File: config.mk
export PLATFORM = sky130hd
export DESIGN_NAME = pcs_device_flat
export DESIGN_NICKNAME = d
export VERILOG_FILES = /design/src/pcs_pkg.sv /design/src/pcs_if.sv /design/src/pcs_device.sv /design/src/flat_wrapper.sv
export VERILOG_INCLUDE_DIRS = /design/src
export SDC_FILE = /design/constraint.sdc
export NUM_CORES = 1
export LEC_CHECK = 0
export BUFFER_PORTS_ARGS = -buffer_cell sky130_fd_sc_hd__buf_2
export CAP_MARGIN = 40
export CORE_MARGIN = 1
export CORE_UTILIZATION = 46
export CTS_BUF_LIST = sky130_fd_sc_hd__clkbuf_4 sky130_fd_sc_hd__clkbuf_8
export CTS_CLUSTER_DIAMETER = 200
export DETAILED_ROUTE_END_ITERATION = 6
export PLACE_DENSITY = 0.83
export SYNTH_ARGS = -nofsm -noshare
export SYNTH_HDL_FRONTEND = slang
export SYNTH_SLANG_ARGS = --single-unit
File: constraint.sdc
create_clock -name CORE_CLK -period 2.5 [get_ports CORE_CLK]
set_input_delay 0.75 -clock CORE_CLK [delete_from_list [all_inputs] [get_ports CORE_CLK]]
set_output_delay 0.75 -clock CORE_CLK [all_outputs]
set_load 0.05 [all_outputs]
File: src/pcs_map.svh
`ifndef PCS_MAP_SVH
`define PCS_MAP_SVH
// header field positions
`define PCS_HDR_PATH_HI 7
`define PCS_HDR_PATH_LO 6
// path select codes
`define PCS_PATH_ONE 2'h1
`define PCS_PATH_TWO 2'h2
// message class and subtype codes of the header low bits
`define PCS_HDR_CONTROL 6'h2A
`define PCS_HDR_STATUS 6'h0E
`define PCS_HDR_RESPONSE 6'h2E
// control word field positions
`define PCS_DIR_HI 15
`define PCS_DIR_LO 14
`define PCS_MODE_HI 10
`define PCS_MODE_LO 8
// tone command and digit range
`define PCS_TONE_SEND 8'h5A
`define PCS_DIGIT_MIN 8'h10
`define PCS_DIGIT_MAX 8'h1F
// v110 command that sets the extra sync frame count
`define PCS_V110_DELAY 8'h50
// scheme codes
`define PCS_SCH_NONE 8'h00
`define PCS_SCH_V21 8'h41
`define PCS_SCH_V17 8'h82
`define PCS_SCH_V29 8'h92
`define PCS_SCH_V27 8'hA2
`define PCS_SCH_V32 8'h20
`define PCS_SCH_V22 8'h40
`define PCS_SCH_FSK1 8'h51
`define PCS_SCH_V23 8'h61
`define PCS_SCH_FSK2 8'h71
// flag bit positions in third and fourth response bytes
`define PCS_F3_RRET 5
`define PCS_F3_LRET 4
`define PCS_F3_PHASE 2
`define PCS_F3_CONN 1
`define PCS_F3_FIRST 0
`define PCS_F4_TEAR 6
`define PCS_F4_RETRY 5
`define PCS_F4_TMO 4
`define PCS_F4_RRENEG 1
`define PCS_F4_LRENEG 0
// host register offsets
`define PCS_REG_HEADER 4'h0
`define PCS_REG_CTRL 4'h1
`define PCS_REG_PARAM 4'h2
`define PCS_REG_GO 4'h3
`define PCS_REG_STAT 4'h4
`define PCS_REG_RHDR 4'h5
`define PCS_REG_RCTRL 4'h6
`define PCS_REG_RP01 4'h7
`define PCS_REG_RP23 4'h8
`endif

File: src/pcs_pkg.sv
package pcs_pkg;
    // pump path modes
    typedef enum logic [2:0] {
        PCS_MODE_OFF = 3'h0,
        PCS_MODE_FAX = 3'h1,
        PCS_MODE_DATA = 3'h2,
        PCS_MODE_HALF = 3'h3,
        PCS_MODE_V110 = 3'h4,
        PCS_MODE_TONE_RX = 3'h5,
        PCS_MODE_TONE_TX = 3'h6,
        PCS_MODE_BYPASS = 3'h7
    } pcs_mode_t;
    // mailbox message
    typedef struct packed {
        logic [7:0] hdr;
        logic [15:0] ctrl;
        logic [7:0] p0;
        logic [7:0] p1;
        logic [7:0] p2;
        logic [7:0] p3;
    } pcs_msg_t;
endpackage : pcs_pkg

File: src/pcs_if.sv
`timescale 1ns/1ps
interface pcs_if;
    // host to device message
    logic req_valid;
    pcs_pkg::pcs_msg_t req_msg;
    // device to host message
    logic rsp_valid;
    pcs_pkg::pcs_msg_t rsp_msg;
    modport dev (input req_valid, input req_msg, output rsp_valid, output rsp_msg);
    modport host (output req_valid, output req_msg, input rsp_valid, input rsp_msg);
endinterface : pcs_if

File: src/pcs_device.sv
`timescale 1ns/1ps
`include "pcs_map.svh"
// Contract
// - sync after sync_frame_extra plus one good frames
// - host switches to tone-transmit mode first
// - tone_command 5Ah sends one digit
// - digits coded 10h to 1Fh
// - tone transmitter only in tone-transmit mode
// - host enables rate conversion before tones
// - status request control word is zero
// - path_select bits 7:6, 01 or 10; control messages with 00 or 11 act on path one
// - status response: direction, mode, rate, scheme
// - direction upper bit: 0 answer, 1 originate
// - path_mode three-bit codes as listed
// - fax rate codes as listed
// - fax scheme codes, zero means failure
// - datamodem flag bytes three and four
// - datamodem extra rate codes
// - datamodem scheme codes
// - retrain flags set while retrain runs
// - phase flag during retrain or renegotiation
// - connected flag after training completes
// - first-training flag during initial training
// - teardown flag on forced restart
// - retry and timeout flags during training
// - renegotiation flags in byte four
module pcs_device #(
    parameter int FRAME_W = 8
) (
    // clock and reset
    input wire logic CORE_CLK,
    input wire logic NRST,
    input wire logic CLK_EN,
    // mailbox
    pcs_if.dev MBOX,
    // pump configuration: per-path mode and direction, shared rate and scheme
    input wire logic [2:0] PATH1_MODE,
    input wire logic [2:0] PATH2_MODE,
    input wire logic PATH1_ORIG,
    input wire logic PATH2_ORIG,
    input wire logic [7:0] RATE_CODE,
    input wire logic [7:0] SCHEME_CODE,
    // pump state events
    input wire logic REMOTE_RETRAIN,
    input wire logic LOCAL_RETRAIN,
    input wire logic REMOTE_RENEG,
    input wire logic LOCAL_RENEG,
    input wire logic TRAINING_DONE,
    input wire logic FIRST_TRAINING,
    input wire logic NO_RATE,
    input wire logic BULK_TIMEOUT,
    input wire logic RETRY_REQ,
    // v110 frame checker
    input wire logic FRAME_OK,
    input wire logic FRAME_BAD,
    // tone transmitter and receive gate
    output logic TONE_STROBE,
    output logic [3:0] TONE_DIGIT,
    output logic TONE_REJECT,
    output logic V110_SYNC,
    output logic RX_DATA_EN
);
    logic [FRAME_W-1:0] sync_frame_extra_q; // extra frames wanted
    logic [FRAME_W:0] good_cnt_q; // consecutive good frames
    logic sync_q; // frame synchronism
    logic tone_strobe_q; // digit pulse
    logic [3:0] tone_digit_q; // digit index
    logic tone_reject_q; // unsupported tone order
    logic rsp_valid_q; // response pulse
    pcs_pkg::pcs_msg_t rsp_q; // response message
    logic [7:0] hdr; // request header
    logic [1:0] psel; // selected path
    pcs_pkg::pcs_mode_t sel_mode; // mode of selected path
    logic sel_orig; // direction of selected path
    logic [7:0] flags3; // third byte flags
    logic [7:0] flags4; // fourth byte flags
    logic ctrl_req; // pump control command this cycle
    logic stat_req; // status request on a legal path

    // header low bits against a message code
    function automatic logic hdr_is(input logic [7:0] h, input logic [5:0] code);
        hdr_is = (h[5:0] == code);
    endfunction : hdr_is

    // upper control byte against a command code
    function automatic logic cmd_is(input logic [15:0] ctrl, input logic [7:0] code);
        cmd_is = (ctrl[15:8] == code);
    endfunction : cmd_is

    // digit code inside the tone range
    function automatic logic digit_ok(input logic [7:0] code);
        digit_ok = (code >= `PCS_DIGIT_MIN) && (code <= `PCS_DIGIT_MAX);
    endfunction : digit_ok

    // only paths one and two exist
    function automatic logic path_ok(input logic [1:0] p);
        path_ok = (p == `PCS_PATH_ONE) || (p == `PCS_PATH_TWO);
    endfunction : path_ok

    // path decode
    always_comb begin
        hdr = MBOX.req_msg.hdr;
        psel = hdr[`PCS_HDR_PATH_HI:`PCS_HDR_PATH_LO];
        sel_mode = pcs_pkg::pcs_mode_t'(psel == `PCS_PATH_TWO ? PATH2_MODE : PATH1_MODE);
        sel_orig = (psel == `PCS_PATH_TWO) ? PATH2_ORIG : PATH1_ORIG;
    end

    // request kinds, shared by the command processes
    always_comb begin
        ctrl_req = MBOX.req_valid && hdr_is(hdr, `PCS_HDR_CONTROL);
        stat_req = MBOX.req_valid && hdr_is(hdr, `PCS_HDR_STATUS) && path_ok(psel);
    end

    // datamodem flag bytes
    always_comb begin
        flags3 = 8'h00;
        flags4 = 8'h00;
        flags3[`PCS_F3_RRET] = REMOTE_RETRAIN;
        flags3[`PCS_F3_LRET] = LOCAL_RETRAIN;
        flags3[`PCS_F3_PHASE] = REMOTE_RETRAIN | LOCAL_RETRAIN | REMOTE_RENEG | LOCAL_RENEG;
        flags3[`PCS_F3_CONN] = TRAINING_DONE & ~FIRST_TRAINING;
        flags3[`PCS_F3_FIRST] = FIRST_TRAINING;
        flags4[`PCS_F4_TEAR] = NO_RATE | BULK_TIMEOUT;
        flags4[`PCS_F4_RETRY] = RETRY_REQ & FIRST_TRAINING;
        flags4[`PCS_F4_TMO] = BULK_TIMEOUT & FIRST_TRAINING;
        flags4[`PCS_F4_RRENEG] = REMOTE_RENEG;
        flags4[`PCS_F4_LRENEG] = LOCAL_RENEG;
    end

    // status response builder
    always_ff @(posedge CORE_CLK or negedge NRST) begin
        if (!NRST) begin
            rsp_valid_q <= 1'b0;
            rsp_q <= '0;
        end else if (CLK_EN) begin
            rsp_valid_q <= 1'b0;
            // status request: header only, control word ignored
            if (stat_req) begin
                rsp_valid_q <= 1'b1;
                rsp_q <= '0;
                rsp_q.hdr <= {psel, `PCS_HDR_RESPONSE};
                rsp_q.ctrl[`PCS_DIR_HI] <= sel_orig;
                rsp_q.ctrl[`PCS_DIR_LO] <= 1'b0;
                rsp_q.ctrl[`PCS_MODE_HI:`PCS_MODE_LO] <= sel_mode;
                rsp_q.p0 <= RATE_CODE;
                rsp_q.p1 <= SCHEME_CODE;
                if (sel_mode == pcs_pkg::PCS_MODE_DATA) begin
                    rsp_q.p2 <= flags3;
                    rsp_q.p3 <= flags4;
                end
            end
        end
    end

    // tone command handling
    always_ff @(posedge CORE_CLK or negedge NRST) begin
        if (!NRST) begin
            tone_strobe_q <= 1'b0;
            tone_digit_q <= 4'h0;
            tone_reject_q <= 1'b0;
        end else if (CLK_EN) begin
            tone_strobe_q <= 1'b0;
            tone_reject_q <= 1'b0;
            if (ctrl_req) begin
                if (sel_mode != pcs_pkg::PCS_MODE_TONE_TX) begin
                    tone_reject_q <= 1'b1;
                end else if (cmd_is(MBOX.req_msg.ctrl, `PCS_TONE_SEND) && digit_ok(MBOX.req_msg.p0)) begin
                    tone_strobe_q <= 1'b1;
                    tone_digit_q <= MBOX.req_msg.p0[3:0];
                end else begin
                    tone_reject_q <= 1'b1;
                end
            end
        end
    end

    // v110 sync delay: command 50h sets extra count
    always_ff @(posedge CORE_CLK or negedge NRST) begin
        if (!NRST) begin
            sync_frame_extra_q <= '0;
        end else if (CLK_EN && ctrl_req && sel_mode == pcs_pkg::PCS_MODE_V110 &&
                     cmd_is(MBOX.req_msg.ctrl, `PCS_V110_DELAY)) begin
            sync_frame_extra_q <= MBOX.req_msg.p0[FRAME_W-1:0];
        end
    end

    // good frame counter and synchronism
    always_ff @(posedge CORE_CLK or negedge NRST) begin
        if (!NRST) begin
            good_cnt_q <= '0;
            sync_q <= 1'b0;
        end else if (CLK_EN) begin
            if (FRAME_BAD) begin
                good_cnt_q <= '0;
                sync_q <= 1'b0;
            end else if (FRAME_OK && !sync_q) begin
                if (good_cnt_q >= {1'b0, sync_frame_extra_q}) begin
                    sync_q <= 1'b1;
                    good_cnt_q <= '0;
                end else begin
                    good_cnt_q <= good_cnt_q + 1'b1;
                end
            end
        end
    end

    // outputs
    assign MBOX.rsp_valid = rsp_valid_q;
    assign MBOX.rsp_msg = rsp_q;
    assign TONE_STROBE = tone_strobe_q;
    assign TONE_DIGIT = tone_digit_q;
    assign TONE_REJECT = tone_reject_q;
    assign V110_SYNC = sync_q;
    assign RX_DATA_EN = sync_q;
endmodule : pcs_device

File: src/flat_wrapper.sv
// flat-port wrapper written by rule: the top's interface ports become plain ports
module pcs_device_flat 
#(
    parameter int FRAME_W = 8
)
  (CORE_CLK, NRST, CLK_EN, PATH1_MODE, PATH2_MODE, PATH1_ORIG, PATH2_ORIG, RATE_CODE, SCHEME_CODE, REMOTE_RETRAIN, LOCAL_RETRAIN, REMOTE_RENEG, LOCAL_RENEG, TRAINING_DONE, FIRST_TRAINING, NO_RATE, BULK_TIMEOUT, RETRY_REQ, FRAME_OK, FRAME_BAD, TONE_STROBE, TONE_DIGIT, TONE_REJECT, V110_SYNC, RX_DATA_EN, MBOX_req_valid, MBOX_req_msg, MBOX_rsp_valid, MBOX_rsp_msg);
  pcs_if MBOX_i ();
  input wire logic CORE_CLK;
  input wire logic NRST;
  input wire logic CLK_EN;
  input wire logic [2:0] PATH1_MODE;
  input wire logic [2:0] PATH2_MODE;
  input wire logic PATH1_ORIG;
  input wire logic PATH2_ORIG;
  input wire logic [7:0] RATE_CODE;
  input wire logic [7:0] SCHEME_CODE;
  input wire logic REMOTE_RETRAIN;
  input wire logic LOCAL_RETRAIN;
  input wire logic REMOTE_RENEG;
  input wire logic LOCAL_RENEG;
  input wire logic TRAINING_DONE;
  input wire logic FIRST_TRAINING;
  input wire logic NO_RATE;
  input wire logic BULK_TIMEOUT;
  input wire logic RETRY_REQ;
  input wire logic FRAME_OK;
  input wire logic FRAME_BAD;
  output logic TONE_STROBE;
  output logic [3:0] TONE_DIGIT;
  output logic TONE_REJECT;
  output logic V110_SYNC;
  output logic RX_DATA_EN;
  input wire logic [$bits(MBOX_i.req_valid)-1:0] MBOX_req_valid;
  input wire logic [$bits(MBOX_i.req_msg)-1:0] MBOX_req_msg;
  output wire logic [$bits(MBOX_i.rsp_valid)-1:0] MBOX_rsp_valid;
  output wire logic [$bits(MBOX_i.rsp_msg)-1:0] MBOX_rsp_msg;
  assign MBOX_i.req_valid = MBOX_req_valid;
  assign MBOX_i.req_msg = MBOX_req_msg;
  assign MBOX_rsp_valid = MBOX_i.rsp_valid;
  assign MBOX_rsp_msg = MBOX_i.rsp_msg;
  pcs_device #(.FRAME_W(FRAME_W)) u_core (.CORE_CLK(CORE_CLK), .NRST(NRST), .CLK_EN(CLK_EN), .MBOX(MBOX_i), .PATH1_MODE(PATH1_MODE), .PATH2_MODE(PATH2_MODE), .PATH1_ORIG(PATH1_ORIG), .PATH2_ORIG(PATH2_ORIG), .RATE_CODE(RATE_CODE), .SCHEME_CODE(SCHEME_CODE), .REMOTE_RETRAIN(REMOTE_RETRAIN), .LOCAL_RETRAIN(LOCAL_RETRAIN), .REMOTE_RENEG(REMOTE_RENEG), .LOCAL_RENEG(LOCAL_RENEG), .TRAINING_DONE(TRAINING_DONE), .FIRST_TRAINING(FIRST_TRAINING), .NO_RATE(NO_RATE), .BULK_TIMEOUT(BULK_TIMEOUT), .RETRY_REQ(RETRY_REQ), .FRAME_OK(FRAME_OK), .FRAME_BAD(FRAME_BAD), .TONE_STROBE(TONE_STROBE), .TONE_DIGIT(TONE_DIGIT), .TONE_REJECT(TONE_REJECT), .V110_SYNC(V110_SYNC), .RX_DATA_EN(RX_DATA_EN));
endmodule
======== Word level (Yosys, flattened, before mapping) ========
Cells that the tools add are included.
cells by class
  bitwise operators ....................... 9
  add/sub/neg operators ................... 1
  muxes and demuxes ....................... 16
  order comparisons ....................... 3
  reduce and logical (&&, ||, !) cells .... 17
  equality and inequality tests ........... 9
operator list
  cell                                                                                 count
  9-bit 2-to-1 mux                                                                     3
  8-bit by 7-bit == test with 1-bit output, second input constant                      2
  14-bit 2-to-1 mux                                                                    1
  1-bit 2-to-1 mux                                                                     11
  9-bit by 1-bit adder with 9-bit output, second input constant                        1
  9-bit by 8-bit greater-or-equal comparator with 1-bit output                         1
  1-bit logical AND                                                                    9
  8-bit by 5-bit greater-or-equal comparator with 1-bit output, second input constant  1
  8-bit by 5-bit <= comparator with 1-bit output, second input constant                1
  6-bit by 4-bit == test with 1-bit output, second input constant                      1
  6-bit == test, second input constant                                                 1
  1-bit OR                                                                             4
  2-bit AND reduction                                                                  2
  4-bit AND reduction                                                                  1
  2-bit nonzero test                                                                   2
  1-bit bitwise AND                                                                    3
  3-bit by 2-bit == test with 1-bit output, second input constant                      1
  3-bit == test, second input constant                                                 1
  3-bit 2-to-1 mux                                                                     1
  3-bit inequality test, second input constant                                         1
  3-bit AND reduction                                                                  1
  2-bit by 1-bit == test with 1-bit output, second input constant                      1
  2-bit == test, second input constant                                                 1
  1-bit inverter                                                                       2
  2 further kinds                                                                      2
storage, ports and cells
  bits in registers ....................... 67
  bits of input ports ..................... 95
  word-level logic and storage cells ...... 68
  output and inout port bits .............. 65

======== Depth between registers and ports, before layout ========
  word-level depth ........................ 6
  mapped depth ............................ 8
  depth with buffers taken out ............ 7

======== Least setup slack after synthesis ========
Ideal clock, no wire load.
  path kind ............................... input -> register
  start point ............................. in MBOX_req_msg[54]
  end point ............................... reg u_core.sync_frame_extra_q[0]
  path slack .............................. -0.280 ns
  setup time .............................. 0.125 ns
  arrival ................................. 2.655 ns
  cell stages on the path ................. 8
  path buffers ............................ 1
  data required time ...................... 2.375 ns
  cell sequence ........................... inv_1 -> ha_1 -> buf_6 -> mux2i_1 -> or4_1 -> nand2b_4 -> nor4_4 -> mux2_2
between the ends
  word-level cells in the longest chain between the ends .. 5
ends and longest elaborated chain
  element                          RTL line            RTL
  start: declaration               flat_wrapper.sv:34  input wire logic [$bits(MBOX_i.req_msg)-1:0] MBOX_req_msg;
  2-bit == test (no source line)   --
  3-bit 2-to-1 mux                 pcs_device.sv:104   sel_mode = pcs_pkg::pcs_mode_t'(psel == `PCS_PATH_TWO ? PATH2_MODE : PATH1_MODE);
  3-bit == test                    pcs_device.sv:181   end else if (CLK_EN && ctrl_req && sel_mode == pcs_pkg::PCS_MODE_V110 &&
  1-bit logical AND (2 in series)  pcs_device.sv:181
  end signal: assignment           pcs_device.sv:183   sync_frame_extra_q <= MBOX.req_msg.p0[FRAME_W-1:0];
  end: declaration                 pcs_device.sv:63    logic [FRAME_W-1:0] sync_frame_extra_q;
No other way between the ends.
A chain may end at the register's enable or synchronous reset.

======== Final worst setup path ========
  start point ............................. in MBOX_req_msg[54]
  end point ............................... reg u_core.sync_frame_extra_q[2]
The elaborated chain is that of the path after synthesis.

==> metrics <==
status finished clean; area occupied by multi-input gates 1220 µm²; Starting Density 48.1%; WL/cell 13.3 µm; Worst setup SP type primary input; DP Wirelength 4.62 mm; # Max-Cap Violations 0; number of I/O pins 160; sequential share of the synthesized area 50.7%; CTS Root Cell clkbuf_8; main flop type after synthesis dfrtp_1; CP Data Required Time 2710 ps; Cells after DPL 433; CTS tree built; Worst Setup Slack, final 72.4 ps; Diodes inserted 0; Max VDD drop 0.406 mV; worst hold path class primary input to asynchronous set/reset pin; first-pass GRT wire length 9.38 mm; share of the synthesized area in the top cell type 50.7%; drt initial violations 70; Clock Skews 4.06 ps; Total Power 2.31 mW; worst slew pin tran 562 ps; #FFs+latches synth 58; RR Startpoint u_core.good_cnt_q[0]; std cell rows 28; Synth cell types 40; grt met1 use 22.2%; fmax 412 MHz; Final Slew Violations 0; pwr dens 621 nW/µm²; clock power share 42.6%; initial antenna violation count 0; Slew HR 62.5%; gr ovfl total 0; minimum clock period 2430 ps; layout cells sized above 1 46.5%; final hold violations 0; routed wire length 5.98 mm; critical path class primary input to register; reg2reg setup slack 540 ps; Placer Congestion 0.851; global-route track usage on met3 4.27%; Leak 2.01 nW; Register Area 1450 µm²; met2 Use GR 33.1%; NetSw 0.627 mW; area delta synth->final 29.9%; DRC viols 0; period utilization 97.1%; vias per cell 5.03; Setup TNS 0 ps; WP data arrival 2640 ps; most frequent cells in the layout 106 x buf_2, 58 x dfrtp_1, 28 x mux2_2; clock latency on the worst-skew pair 320 ps; dpl ws -318 ps; post-route insts no fill 449; Die Y 80.9 µm; sequential share of power 42.2%; core area 5960 µm²; number of synthesis warnings 0; CTS clock-pin slew for the worst setup and hold paths 60 ps; switch share 27.1%; CTS max path bufs 2; # fillers 495; CTS Sinks 58; grt peak-use layer met2; GRT Total Usage 19.4%; Layout Utilization 62.5%; Die Width 80.9 µm; CTS Buf Count 9; pin count of the biggest net entering global routing 35; Syn Inst Count 251; Slowest cell on crit path or4_4; syn_area_per_cell 11.4 µm²; P_int 1.68 mW; vias in the first global route 2138; largest cells by area after synthesis dfrtp_1 51%, mux2_2 11%, buf_4 6.3%; worst-path fanout max 4; commonest non-fill, non-tap cell in the layout buf_2; total number of vias 2260; post-synth top area cell dfrtp_1; CP Cell Sequence clkbuf_4, inv_12, ha_4, mux2i_1, or4_4, nand2b_4, nor4_4, buf_4, mux2_2; Syn Std Cell Area 2860 µm²; DRT antenna net count 0; Async S/R FF share, synth 100%; PortBufs 107; final net count 474; final setup fails 0; H-tree depth 3; die area 6540 µm²; TritonRoute pass-1 iters 4; combinational power share 15.2%; CP max stage delay 500 ps; CP startpoint MBOX_req_msg[54]; unrepaired setup endpoints after global routing no; Crit. End Element register; Hold Buf Count CTS 0; Post-synth EDFFs 0
path summary, 6_finish.rpt:
kind | end | cells past startpoint
max | u_core.sync_frame_extra_q[2] | 9
min | u_core.good_cnt_q[8] | 1
max reg2reg | u_core.good_cnt_q[5] | 7
min reg2reg | u_core.MBOX.rsp_msg[6] | 2
max in group asynchronous | u_core.MBOX.rsp_msg[4] | 2
min in group CORE_CLK | u_core.MBOX.rsp_msg[6] | 2
kinds of logic after synthesis:
| kind of cell | share of synthesized area [%] |
|---|---|
| other | 0.131 |
| flip-flops | 50.7 |
| multiplexers | 12.8 |
| AND/OR/NAND/NOR | 11.8 |
| XOR/XNOR | 0.612 |
| adder cells (fa/ha/maj) | 4.37 |
| AO/OA/AOI/OAI | 9.79 |
| buffers and inverters | 9.83 |
synth_stat cells (3+ instances only):
cell type   n
nand3_1     9
o31ai_1     3
clkbuf_1    5
o22ai_1     4
mux2i_1     4
nand2b_1    3
dfrtp_1    58
ha_1       10
a21oi_1     6
nor2_1      4
mux2_2     29
nor3_1      3
buf_4      24
o21ai_0    10
a32o_1      4
a22o_1      6
inv_1      18
nand2_1    19
nand4_1     4
through the flow:
step	cell area (µm²)	hold slack, ps
3_3_place_gp	3480	455
3_5_place_dp	3480	466
6_report	3720	413
2_1_floorplan	2960	454
4_1_cts	3710	420
5_1_grt	3720	450
power by group through the flow:
stage               Sequential [mW]  Combinational, mW  Clock, mW
finish                        0.975              0.351      0.985
global placement              0.991              0.348          0
floorplan                      1.08              0.175          0
global route                  0.978              0.377       1.05
detailed placement            0.993              0.354          0
CTS                           0.975              0.354       1.01
worst max-delay path, delay by kind of cell:
family | cells | cell delay (ps)
adders and majority gates | 1 | 150
muxes | 2 | 450
and+or+nand+nor | 3 | 900
buffers and inverters | 3 | 380
state kept, by name (all words and copies together), names as in the netlist:
register                   cells
u_core.MBOX.rsp_valid          1
u_core.MBOX.rsp_msg           33
u_core.TONE_REJECT             1
u_core.TONE_STROBE             1
u_core.TONE_DIGIT              4
u_core.good_cnt_q              9
u_core.RX_DATA_EN              1
u_core.sync_frame_extra_q      8
layout make-up:
class / instances / share of cell area, %
timing repair buffer: 119 / 17.2
clock inverter: 4 / 1.98
tap: 75 / 2.52
sequential: 58 / 39.0
clock buffer: 12 / 4.27
multi-input combinational: 163 / 32.8
inverter: 18 / 2.15
repair_timing:
action                                  4_1_cts  5_1_grt
endpoints found under the setup margin        0        8
setup buffers                                 0        0
resized for setup                             0        2
metal layers:
metal | share of wire (%) | up-vias
li1 | - | 1081
met4 | 2.4 | 0
met2 | 51 | 87
met3 | 6.2 | 12
met5 | 0 | -
met1 | 40 | 1080
No activity file was read; power rests on OpenSTA's default activity.
